## src/design/rmis_pkg.sv

```systemverilog
// constants for the remappable input select bank
package rmis_pkg;

  // bus and field geometry
  localparam int unsigned RMIS_ADDR_W    = 8;
  localparam int unsigned RMIS_DATA_W    = 32;
  localparam int unsigned RMIS_REG_W     = 16;
  localparam int unsigned RMIS_FIELD_W   = 8;
  localparam int unsigned RMIS_NUM_REGS  = 9;
  localparam int unsigned RMIS_NUM_FIELD = 18;
  localparam int unsigned RMIS_LO_LSB    = 0;
  localparam int unsigned RMIS_HI_LSB    = 8;

  // width of the remappable pin bus the selector lookup indexes; slot zero is never routed
  localparam int unsigned RMIS_PIN_COUNT = 256;
  // selector value that routes a constant low instead of a pin
  localparam logic [7:0]  RMIS_SEL_NONE  = 8'h00;

  // register byte offsets
  localparam logic [7:0] RMIS_PWM_IN_10_11_SELECT_OFS       = 8'h00;
  localparam logic [7:0] RMIS_ENCODER1_PHASE_SELECT_OFS     = 8'h04;
  localparam logic [7:0] RMIS_ENCODER1_HOME_INDEX_SEL_OFS   = 8'h08;
  localparam logic [7:0] RMIS_ENCODER2_PHASE_SELECT_OFS     = 8'h0c;
  localparam logic [7:0] RMIS_ENCODER2_HOME_INDEX_SEL_OFS   = 8'h10;
  localparam logic [7:0] RMIS_SERIAL1_INPUT_SELECT_OFS      = 8'h14;
  localparam logic [7:0] RMIS_SERIAL2_INPUT_SELECT_OFS      = 8'h18;
  localparam logic [7:0] RMIS_SPI1_CLOCK_DATA_SELECT_OFS    = 8'h1c;
  localparam logic [7:0] RMIS_REFCLK_SPI1_SELECT_OFS        = 8'h20;

  // every selector register clears to this
  localparam logic [15:0] RMIS_SELECT_RESET = 16'h0000;

  // axi response codes
  localparam logic [1:0] RMIS_RESP_OKAY   = 2'b00;
  localparam logic [1:0] RMIS_RESP_SLVERR = 2'b10;

endpackage : rmis_pkg

```

## src/design/rmis_bank.sv

```systemverilog
// remappable input select bank with axi4-lite register access
`timescale 1ns/10ps

// What this block does
// all selector bits read/write, clear at reset
// reg 13 high byte picks pwm input 11
// reg 13 low byte picks pwm input 10
// reg 14 high byte picks encoder1 phase b
// reg 14 low byte picks encoder1 phase a
// reg 15 high byte picks encoder1 home
// reg 15 low byte picks encoder1 index
// reg 16 high byte picks encoder2 phase b
// reg 16 low byte picks encoder2 phase a
// reg 17 high byte picks encoder2 home
// reg 17 low byte picks encoder2 index
// reg 18 high byte picks serial1 dsr
// reg 18 low byte picks serial1 receive
// reg 19 high byte picks serial2 dsr
// reg 19 low byte picks serial2 receive
// reg 20 high byte picks spi1 clock
// reg 20 low byte picks spi1 data
// reg 21 high byte picks reference clock
// reg 21 low byte picks spi1 select
// one shared lookup maps selector to pin
module rmis_bank
  import rmis_pkg::*;
(
  // clock and reset
  input  wire logic                      aclk,
  input  wire logic                      aresetn,
  // axi4-lite write address
  input  wire logic                      s_axi_awvalid,
  output logic                           s_axi_awready,
  input  wire logic [RMIS_ADDR_W-1:0]    s_axi_awaddr,
  input  wire logic [2:0]                s_axi_awprot,
  // axi4-lite write data
  input  wire logic                      s_axi_wvalid,
  output logic                           s_axi_wready,
  input  wire logic [RMIS_DATA_W-1:0]    s_axi_wdata,
  input  wire logic [RMIS_DATA_W/8-1:0]  s_axi_wstrb,
  // axi4-lite write response
  output logic                           s_axi_bvalid,
  input  wire logic                      s_axi_bready,
  output logic [1:0]                     s_axi_bresp,
  // axi4-lite read address
  input  wire logic                      s_axi_arvalid,
  output logic                           s_axi_arready,
  input  wire logic [RMIS_ADDR_W-1:0]    s_axi_araddr,
  input  wire logic [2:0]                s_axi_arprot,
  // axi4-lite read data
  output logic                           s_axi_rvalid,
  input  wire logic                      s_axi_rready,
  output logic [RMIS_DATA_W-1:0]         s_axi_rdata,
  output logic [1:0]                     s_axi_rresp,
  // remappable device pins
  input  wire logic [RMIS_PIN_COUNT-1:0] remappable_pin,
  // pwm control inputs
  output logic                           pwm_control_input_10,
  output logic                           pwm_control_input_11,
  // first quadrature encoder inputs
  output logic                           first_quadrature_encoder_a,
  output logic                           first_quadrature_encoder_b,
  output logic                           first_quadrature_encoder_index,
  output logic                           first_quadrature_encoder_home,
  // second quadrature encoder inputs
  output logic                           second_quadrature_encoder_a,
  output logic                           second_quadrature_encoder_b,
  output logic                           second_quadrature_encoder_index,
  output logic                           second_quadrature_encoder_home,
  // serial port inputs
  output logic                           serial1_rx_input,
  output logic                           serial1_dsr_input,
  output logic                           serial2_rx_input,
  output logic                           serial2_dsr_input,
  // spi port 1 inputs
  output logic                           spi_port1_data_input,
  output logic                           spi_port1_clock_input,
  output logic                           spi_port1_select_input,
  // reference clock input
  output logic                           reference_clock_input
);

  // whole block state
  typedef struct packed {
    logic [RMIS_NUM_REGS-1:0][RMIS_REG_W-1:0] sel;
    logic                                     aw_full;
    logic [RMIS_ADDR_W-1:0]                   aw_addr;
    logic                                     w_full;
    logic [RMIS_DATA_W-1:0]                   w_data;
    logic [RMIS_DATA_W/8-1:0]                 w_strb;
    logic                                     bvalid;
    logic [1:0]                               bresp;
    logic                                     rvalid;
    logic [RMIS_DATA_W-1:0]                   rdata;
    logic [1:0]                               rresp;
    logic [RMIS_NUM_FIELD-1:0]                route;
  } rmis_state_t;

  localparam rmis_state_t RMIS_RESET_STATE = '{
    sel:     {RMIS_NUM_REGS{RMIS_SELECT_RESET}},
    default: '0
  };

  rmis_state_t state_reg;
  rmis_state_t state_next;

  logic [RMIS_FIELD_W-1:0]   field_sel [RMIS_NUM_FIELD];
  logic [RMIS_NUM_FIELD-1:0] routed;

  // word offset to register index; index 15 means unmapped
  function automatic logic [3:0] rmis_decode(input logic [RMIS_ADDR_W-1:0] addr);
    logic [RMIS_ADDR_W-1:0] a;
    a = {addr[RMIS_ADDR_W-1:2], 2'b00};
    case (a)
      RMIS_PWM_IN_10_11_SELECT_OFS:     rmis_decode = 4'h0;
      RMIS_ENCODER1_PHASE_SELECT_OFS:   rmis_decode = 4'h1;
      RMIS_ENCODER1_HOME_INDEX_SEL_OFS: rmis_decode = 4'h2;
      RMIS_ENCODER2_PHASE_SELECT_OFS:   rmis_decode = 4'h3;
      RMIS_ENCODER2_HOME_INDEX_SEL_OFS: rmis_decode = 4'h4;
      RMIS_SERIAL1_INPUT_SELECT_OFS:    rmis_decode = 4'h5;
      RMIS_SERIAL2_INPUT_SELECT_OFS:    rmis_decode = 4'h6;
      RMIS_SPI1_CLOCK_DATA_SELECT_OFS:  rmis_decode = 4'h7;
      RMIS_REFCLK_SPI1_SELECT_OFS:      rmis_decode = 4'h8;
      default:                          rmis_decode = 4'hf;
    endcase
  endfunction : rmis_decode

  // shared selector-to-pin lookup; value zero routes a constant low
  function automatic logic rmis_pin_lookup(
    input logic [RMIS_FIELD_W-1:0]   value,
    input logic [RMIS_PIN_COUNT-1:0] pins
  );
    rmis_pin_lookup = (value == RMIS_SEL_NONE) ? 1'b0 : pins[value];
  endfunction : rmis_pin_lookup

  // one lookup per field; even fields are low bytes, odd are high bytes
  for (genvar f = 0; f < RMIS_NUM_FIELD; f++) begin : g_field
    localparam int unsigned LSB = (f % 2 == 0) ? RMIS_LO_LSB : RMIS_HI_LSB;
    assign field_sel[f] = state_reg.sel[f/2][LSB +: RMIS_FIELD_W];
    assign routed[f]    = rmis_pin_lookup(field_sel[f], remappable_pin);
  end

  // handshakes; a held address or data waits for its partner
  assign s_axi_awready = !state_reg.aw_full && !state_reg.bvalid;
  assign s_axi_wready  = !state_reg.w_full && !state_reg.bvalid;
  assign s_axi_arready = !state_reg.rvalid;

  // next state: bus slave, register file and routed inputs
  always_comb begin
    logic [3:0]            widx;
    logic [3:0]            ridx;
    logic [RMIS_REG_W-1:0] merged;
    widx   = rmis_decode(state_reg.aw_addr);
    ridx   = rmis_decode(s_axi_araddr);
    merged = '0;
    state_next = state_reg;
    // capture address and data in either order
    if (s_axi_awvalid && s_axi_awready) begin
      state_next.aw_full = 1'b1;
      state_next.aw_addr = s_axi_awaddr;
    end
    if (s_axi_wvalid && s_axi_wready) begin
      state_next.w_full = 1'b1;
      state_next.w_data = s_axi_wdata;
      state_next.w_strb = s_axi_wstrb;
    end
    // commit once both halves are held; upper strobes land on nothing
    if (state_reg.aw_full && state_reg.w_full && !state_reg.bvalid) begin
      state_next.aw_full = 1'b0;
      state_next.w_full  = 1'b0;
      state_next.bvalid  = 1'b1;
      if (widx < 4'(RMIS_NUM_REGS)) begin
        merged = state_reg.sel[widx];
        if (state_reg.w_strb[0]) begin
          merged[7:0] = state_reg.w_data[7:0];
        end
        if (state_reg.w_strb[1]) begin
          merged[15:8] = state_reg.w_data[15:8];
        end
        state_next.sel[widx] = merged;
        state_next.bresp     = RMIS_RESP_OKAY;
      end else begin
        state_next.bresp = RMIS_RESP_SLVERR;
      end
    end
    if (state_reg.bvalid && s_axi_bready) begin
      state_next.bvalid = 1'b0;
    end
    // reads answer the cycle after the address is taken
    if (state_reg.rvalid && s_axi_rready) begin
      state_next.rvalid = 1'b0;
    end
    if (s_axi_arvalid && s_axi_arready) begin
      state_next.rvalid = 1'b1;
      if (ridx < 4'(RMIS_NUM_REGS)) begin
        state_next.rdata = {16'h0000, state_reg.sel[ridx]};
        state_next.rresp = RMIS_RESP_OKAY;
      end else begin
        state_next.rdata = 32'h0000_0000;
        state_next.rresp = RMIS_RESP_SLVERR;
      end
    end
    // routed inputs are registered so peripherals see clean levels
    state_next.route = routed;
  end

  // single state register, synchronous reset
  always_ff @(posedge aclk) begin
    if (!aresetn) begin
      state_reg <= RMIS_RESET_STATE;
    end else begin
      state_reg <= state_next;
    end
  end

  // bus outputs from state
  assign s_axi_bvalid = state_reg.bvalid;
  assign s_axi_bresp  = state_reg.bresp;
  assign s_axi_rvalid = state_reg.rvalid;
  assign s_axi_rdata  = state_reg.rdata;
  assign s_axi_rresp  = state_reg.rresp;

  // peripheral inputs, field order follows register order
  assign pwm_control_input_10            = state_reg.route[0];
  assign pwm_control_input_11            = state_reg.route[1];
  assign first_quadrature_encoder_a      = state_reg.route[2];
  assign first_quadrature_encoder_b      = state_reg.route[3];
  assign first_quadrature_encoder_index  = state_reg.route[4];
  assign first_quadrature_encoder_home   = state_reg.route[5];
  assign second_quadrature_encoder_a     = state_reg.route[6];
  assign second_quadrature_encoder_b     = state_reg.route[7];
  assign second_quadrature_encoder_index = state_reg.route[8];
  assign second_quadrature_encoder_home  = state_reg.route[9];
  assign serial1_rx_input                = state_reg.route[10];
  assign serial1_dsr_input               = state_reg.route[11];
  assign serial2_rx_input                = state_reg.route[12];
  assign serial2_dsr_input               = state_reg.route[13];
  assign spi_port1_data_input            = state_reg.route[14];
  assign spi_port1_clock_input           = state_reg.route[15];
  assign spi_port1_select_input          = state_reg.route[16];
  assign reference_clock_input           = state_reg.route[17];

endmodule : rmis_bank

```

## config.mk

```make
export PLATFORM = sky130hd
export DESIGN_NAME = rmis_bank
export DESIGN_NICKNAME = d
export VERILOG_FILES = /design/src/design/rmis_pkg.sv /design/src/design/rmis_bank.sv
export SDC_FILE = /design/constraint.sdc
export NUM_CORES = 2
export LEC_CHECK = 0
export BUFFER_PORTS_ARGS = -buffer_cell sky130_fd_sc_hd__buf_2
export CORE_MARGIN = 2
export CORE_UTILIZATION = 35
export DETAILED_ROUTE_END_ITERATION = 6
export MAX_ROUTING_LAYER = met4
export PLACE_DENSITY_LB_ADDON = 0.08
export SLEW_MARGIN = 20
export SYNTH_ARGS = -nofsm -noshare
export SYNTH_HDL_FRONTEND = slang
export SYNTH_SLANG_ARGS = --single-unit
```

## constraint.sdc

```tcl
create_clock -name aclk -period 3.6 [get_ports aclk]
set_clock_uncertainty 0.1 [all_clocks]
set_input_delay 0.54 -clock aclk [delete_from_list [all_inputs] [get_ports aclk]]
set_output_delay 0.54 -clock aclk [all_outputs]
set_load 0.05 [all_outputs]
```

==> impl_metrics.toml <==
[outcome]
run_status = "complete, but fails checks"
violations_in_the_final_reports = "DRC, setup timing"

[clock_network]
maximum_level_of_the_cts_h_tree = 1
cts.clk_slew.worst_paths_ns = 0.09
cts.sink_count = 208
root_buffer = "sky130_fd_sc_hd__clkbuf_16"
clock_tree_from_tritoncts = "yes"
insertion_delay_ns = 0.64
cts_made_buffers = 29
cts.path.max_buffers = 3

[floorplanning]
dieWidth_um = 379
core_footprint_sq_um = 140000
die-area_sq_um = 144000
floorplan.initialDensity_pct = 35.3
ios = 380
chipHeight_um = 379
row_count = 137

[pwr]
power.switching_mw = 4.42
cell_internal_pwr_mw = 5.66
finalPower_mw = 10.1
power.share.clock_pct = 29.8
seq_power_share_pct = 23.6
power.share.switching_pct = 43.8
leakage_nw = 17.9
power.density_cell_area_nw_per_um2 = 174
vdd.ir_drop.worst_mv = 0.382
combinationalPowerShare_pct = 46.7

[setup_path]
worst_r2r_startpoint = "field_sel[8]"
crit_path_top_delay_cell = "sky130_fd_sc_hd__a2111oi_1"
crit_chain = "buf_12 -> mux4_2 -> nand2_1 -> nand4b_1 -> a2111oi_1 -> buf_4 -> or3_1 -> a2111oi_2 -> buf_4"
path_depth = 9
path_buf_inv = 3
crit_path_end_kind = "flip-flop"
path_max_fanout = 29
crit_top_cell = "sky130_fd_sc_hd__buf_4"
ff2ff_setup_slack_ns = -0.02
worstSetupPathType = "reg -> reg"
crit_path_max_incr_delay_ns = 0.89
timing.critical_path.to = "spi_port1_select_input"
crit_path_start = "field_sel[8]"
critPathTopFamily = "compound AO/OA/AOI/OAI gates"
startpoint_type = "flip-flop"
timing.critical_path.arrival_ns = 4.07
ff2ff_path_depth = 9
cp_data_required_time_ns = 4.05
worst_r2r_endpoint = "spi_port1_select_input"

[cells_and_area]
fin_nets = 5314
largest_reg_flops = 144
finish.utilization_pct = 41.6
final_layout_size_suffix_gt1_share_pct = 50.4
area.growth.synth_to_final_pct = 17.9

[route]
drt_first_pass_iters = 7
first_iter_violations = 11400
drt_wl_total_mm = 385
dr_total_vias = 57300
drt-wirelength-per-cell_um = 55.2
route.detailed.drc = 79
routed_via_density = 8.22
antenna_violating_nets_left = 0

[sta]
layout_worst_path_cycle_share_pct = 101
timing.final.hold_violations = 0
unrepaired_setup_endpoints_after_global_routing = "no"
max_freq_mhz = 276
max-slew-margin-rel_pct = 13.7
report.final.setup_viol = 1
final-max-slew-violation-count = 0
layout_min_cycle_time_ns = 3.62
final_worst_slack_ns = -0.0215
tightestPinTransition_ns = 1.29
totalNegativeSetupSlack_ns = -0.0215

[flow_run]
timing.max_cap.violations = 0

[logic_synthesis]
synth-warning-count = 0
register_bit_count_reported_by_yosys = 208
dominantRegCellSynth = "sky130_fd_sc_hd__dfxtp_1"
synth_cell_type_count = 78
synth.cell_area_sq_um = 49200
postSynth.asyncResetShare_pct = 0
synthCells = 4635
sequential_to_total_area_share_from_yosys_stat_pct = 8.46
synth_area_per_cell_sq_um = 10.6
synth_edf_count = 0

[place]
detailed_placer_s_ending_hpwl_mm = 286
dpl_worst_slack_ns = -0.243
globalplace.congestion = 1.12
numPortBuffers = 333

[hold_path]
hold_path.class = "in -> reg"

[global_route]
grt_util_all_layers_pct = 54.0
grt_max_degree = 61
first_global_vias = 52900
grt.overflow.total = 0
grt_first_pass_wirelength_mm = 503
antenna_found_initial = 77
synth_stat cells (27+ instances only):
| library cell | number | share of area (%) |
|---|---|---|
| sky130_fd_sc_hd__nor2_1 | 135 | 1.0 |
| sky130_fd_sc_hd__nand4_1 | 27 | 0.34 |
| sky130_fd_sc_hd__nand3_1 | 244 | 2.5 |
| sky130_fd_sc_hd__a21oi_1 | 287 | 2.9 |
| sky130_fd_sc_hd__mux2_2 | 45 | 1.0 |
| sky130_fd_sc_hd__nand2_1 | 377 | 2.9 |
| sky130_fd_sc_hd__mux4_2 | 1140 | 52 |
| sky130_fd_sc_hd__nor2b_1 | 55 | 0.70 |
| sky130_fd_sc_hd__buf_4 | 98 | 1.5 |
| sky130_fd_sc_hd__nor3_1 | 38 | 0.39 |
| sky130_fd_sc_hd__dfxtp_1 | 208 | 8.5 |
| sky130_fd_sc_hd__clkbuf_1 | 521 | 4.0 |
| sky130_fd_sc_hd__a222oi_1 | 39 | 0.79 |
| sky130_fd_sc_hd__o221ai_1 | 51 | 0.91 |
| sky130_fd_sc_hd__inv_1 | 41 | 0.31 |
| sky130_fd_sc_hd__nand2b_1 | 48 | 0.61 |
| sky130_fd_sc_hd__a31oi_1 | 27 | 0.34 |
| sky130_fd_sc_hd__o22ai_1 | 40 | 0.51 |
| sky130_fd_sc_hd__a221oi_1 | 61 | 1.1 |
| sky130_fd_sc_hd__buf_2 | 181 | 1.8 |
| sky130_fd_sc_hd__a22oi_1 | 113 | 1.7 |
| sky130_fd_sc_hd__o21ai_0 | 92 | 0.94 |
| sky130_fd_sc_hd__a211oi_1 | 52 | 0.79 |
| sky130_fd_sc_hd__mux2i_1 | 301 | 6.1 |
| sky130_fd_sc_hd__o211ai_1 | 47 | 0.72 |
| sky130_fd_sc_hd__buf_1 | 45 | 0.34 |
timing repair:
| action | CTS | global route |
|---|---|---|
| buffers inserted | 0 | 2 |
| hold endpoints to repair | 0 | 0 |
| hold buffers | 0 | 0 |
| gates resized for setup | 1 | 7 |
| endpoints found under the setup margin | 1 | 5 |
power by group through the flow:
stage	Clock, mW	Combinational (mW)	Sequential [mW]
2_1_floorplan	0	2.13	2.42
3_3_place_gp	0	4.33	2.42
3_5_place_dp	0	4.34	2.42
4_1_cts	3.00	4.35	2.37
5_1_grt	3.08	4.61	2.38
6_report	3.00	4.70	2.37
cell usage in the layout, fill, tap and decap left out, drive strengths merged, types with 45 or more instances in the layout:
cell	n
o221ai	52
nand2	377
dfxtp	208
a21oi	287
a22oi	113
a221oi	61
nor2b	55
nand2b	48
inv	50
o21ai	102
a211oi	53
nor2	135
mux2	45
diode	83
mux2i	301
nand3	244
buf	1173
mux4	1140
o211ai	47
stage by stage:
step                instance area, sq um  hold slack [ns]  instances
global placement                   56900            0.343       6836
CTS                                57800          0.00271       6889
floorplan                          49300            0.331       4652
finish                             58100           0.0205       6974
detailed placement                 56900            0.347       6836
global route                       58000           0.0206       6948
layer usage:
metal | vias up | GRT usage, % | wire length (um)
li1 | 20000 | - | -
met1 | 29300 | 63.6 | 133000
met2 | 6429 | 68.6 | 147000
met3 | 1600 | 30.4 | 70100
met4 | 0 | 36.4 | 35900
met5 | - | - | 0
cell families after synthesis:
logic type	count (synthesis)	share of synthesized area [%]
AO/OA/AOI/OAI	970	13.6
buffers and inverters	920	8.48
flip-flops	208	8.46
multiplexers	1486	59.3
other	1	0.00762
AND/OR/NAND/NOR	1050	10.2
final cells by class:
| cell class | instances | area, sq um |
|---|---|---|
| Tap cell | 1876 | 2350 |
| Clock buffer | 39 | 793 |
| Inverter | 57 | 219 |
| Sequential cell | 208 | 4320 |
| Clock inverter | 14 | 111 |
| Multi-Input combinational cell | 3524 | 41100 |
| Fill cell | 13600 | 81500 |
| Antenna cell | 83 | 208 |
| Timing Repair Buffer | 1173 | 8970 |
worst min-delay path by stage:
stage                       start            end  slack, ns  depth (start not counted)
detailed placement  state_reg[72]  state_reg[72]       0.35                          2
global route         s_axi_rready   s_axi_rvalid       0.02                          2
CTS                  s_axi_rready   s_axi_rvalid      0.003                          2
finish               s_axi_rready   s_axi_rvalid       0.02                          2
global placement    state_reg[69]  state_reg[69]       0.34                          2
floorplan           state_reg[60]  state_reg[60]       0.33                          2
Power figures use the tool's default switching activity.
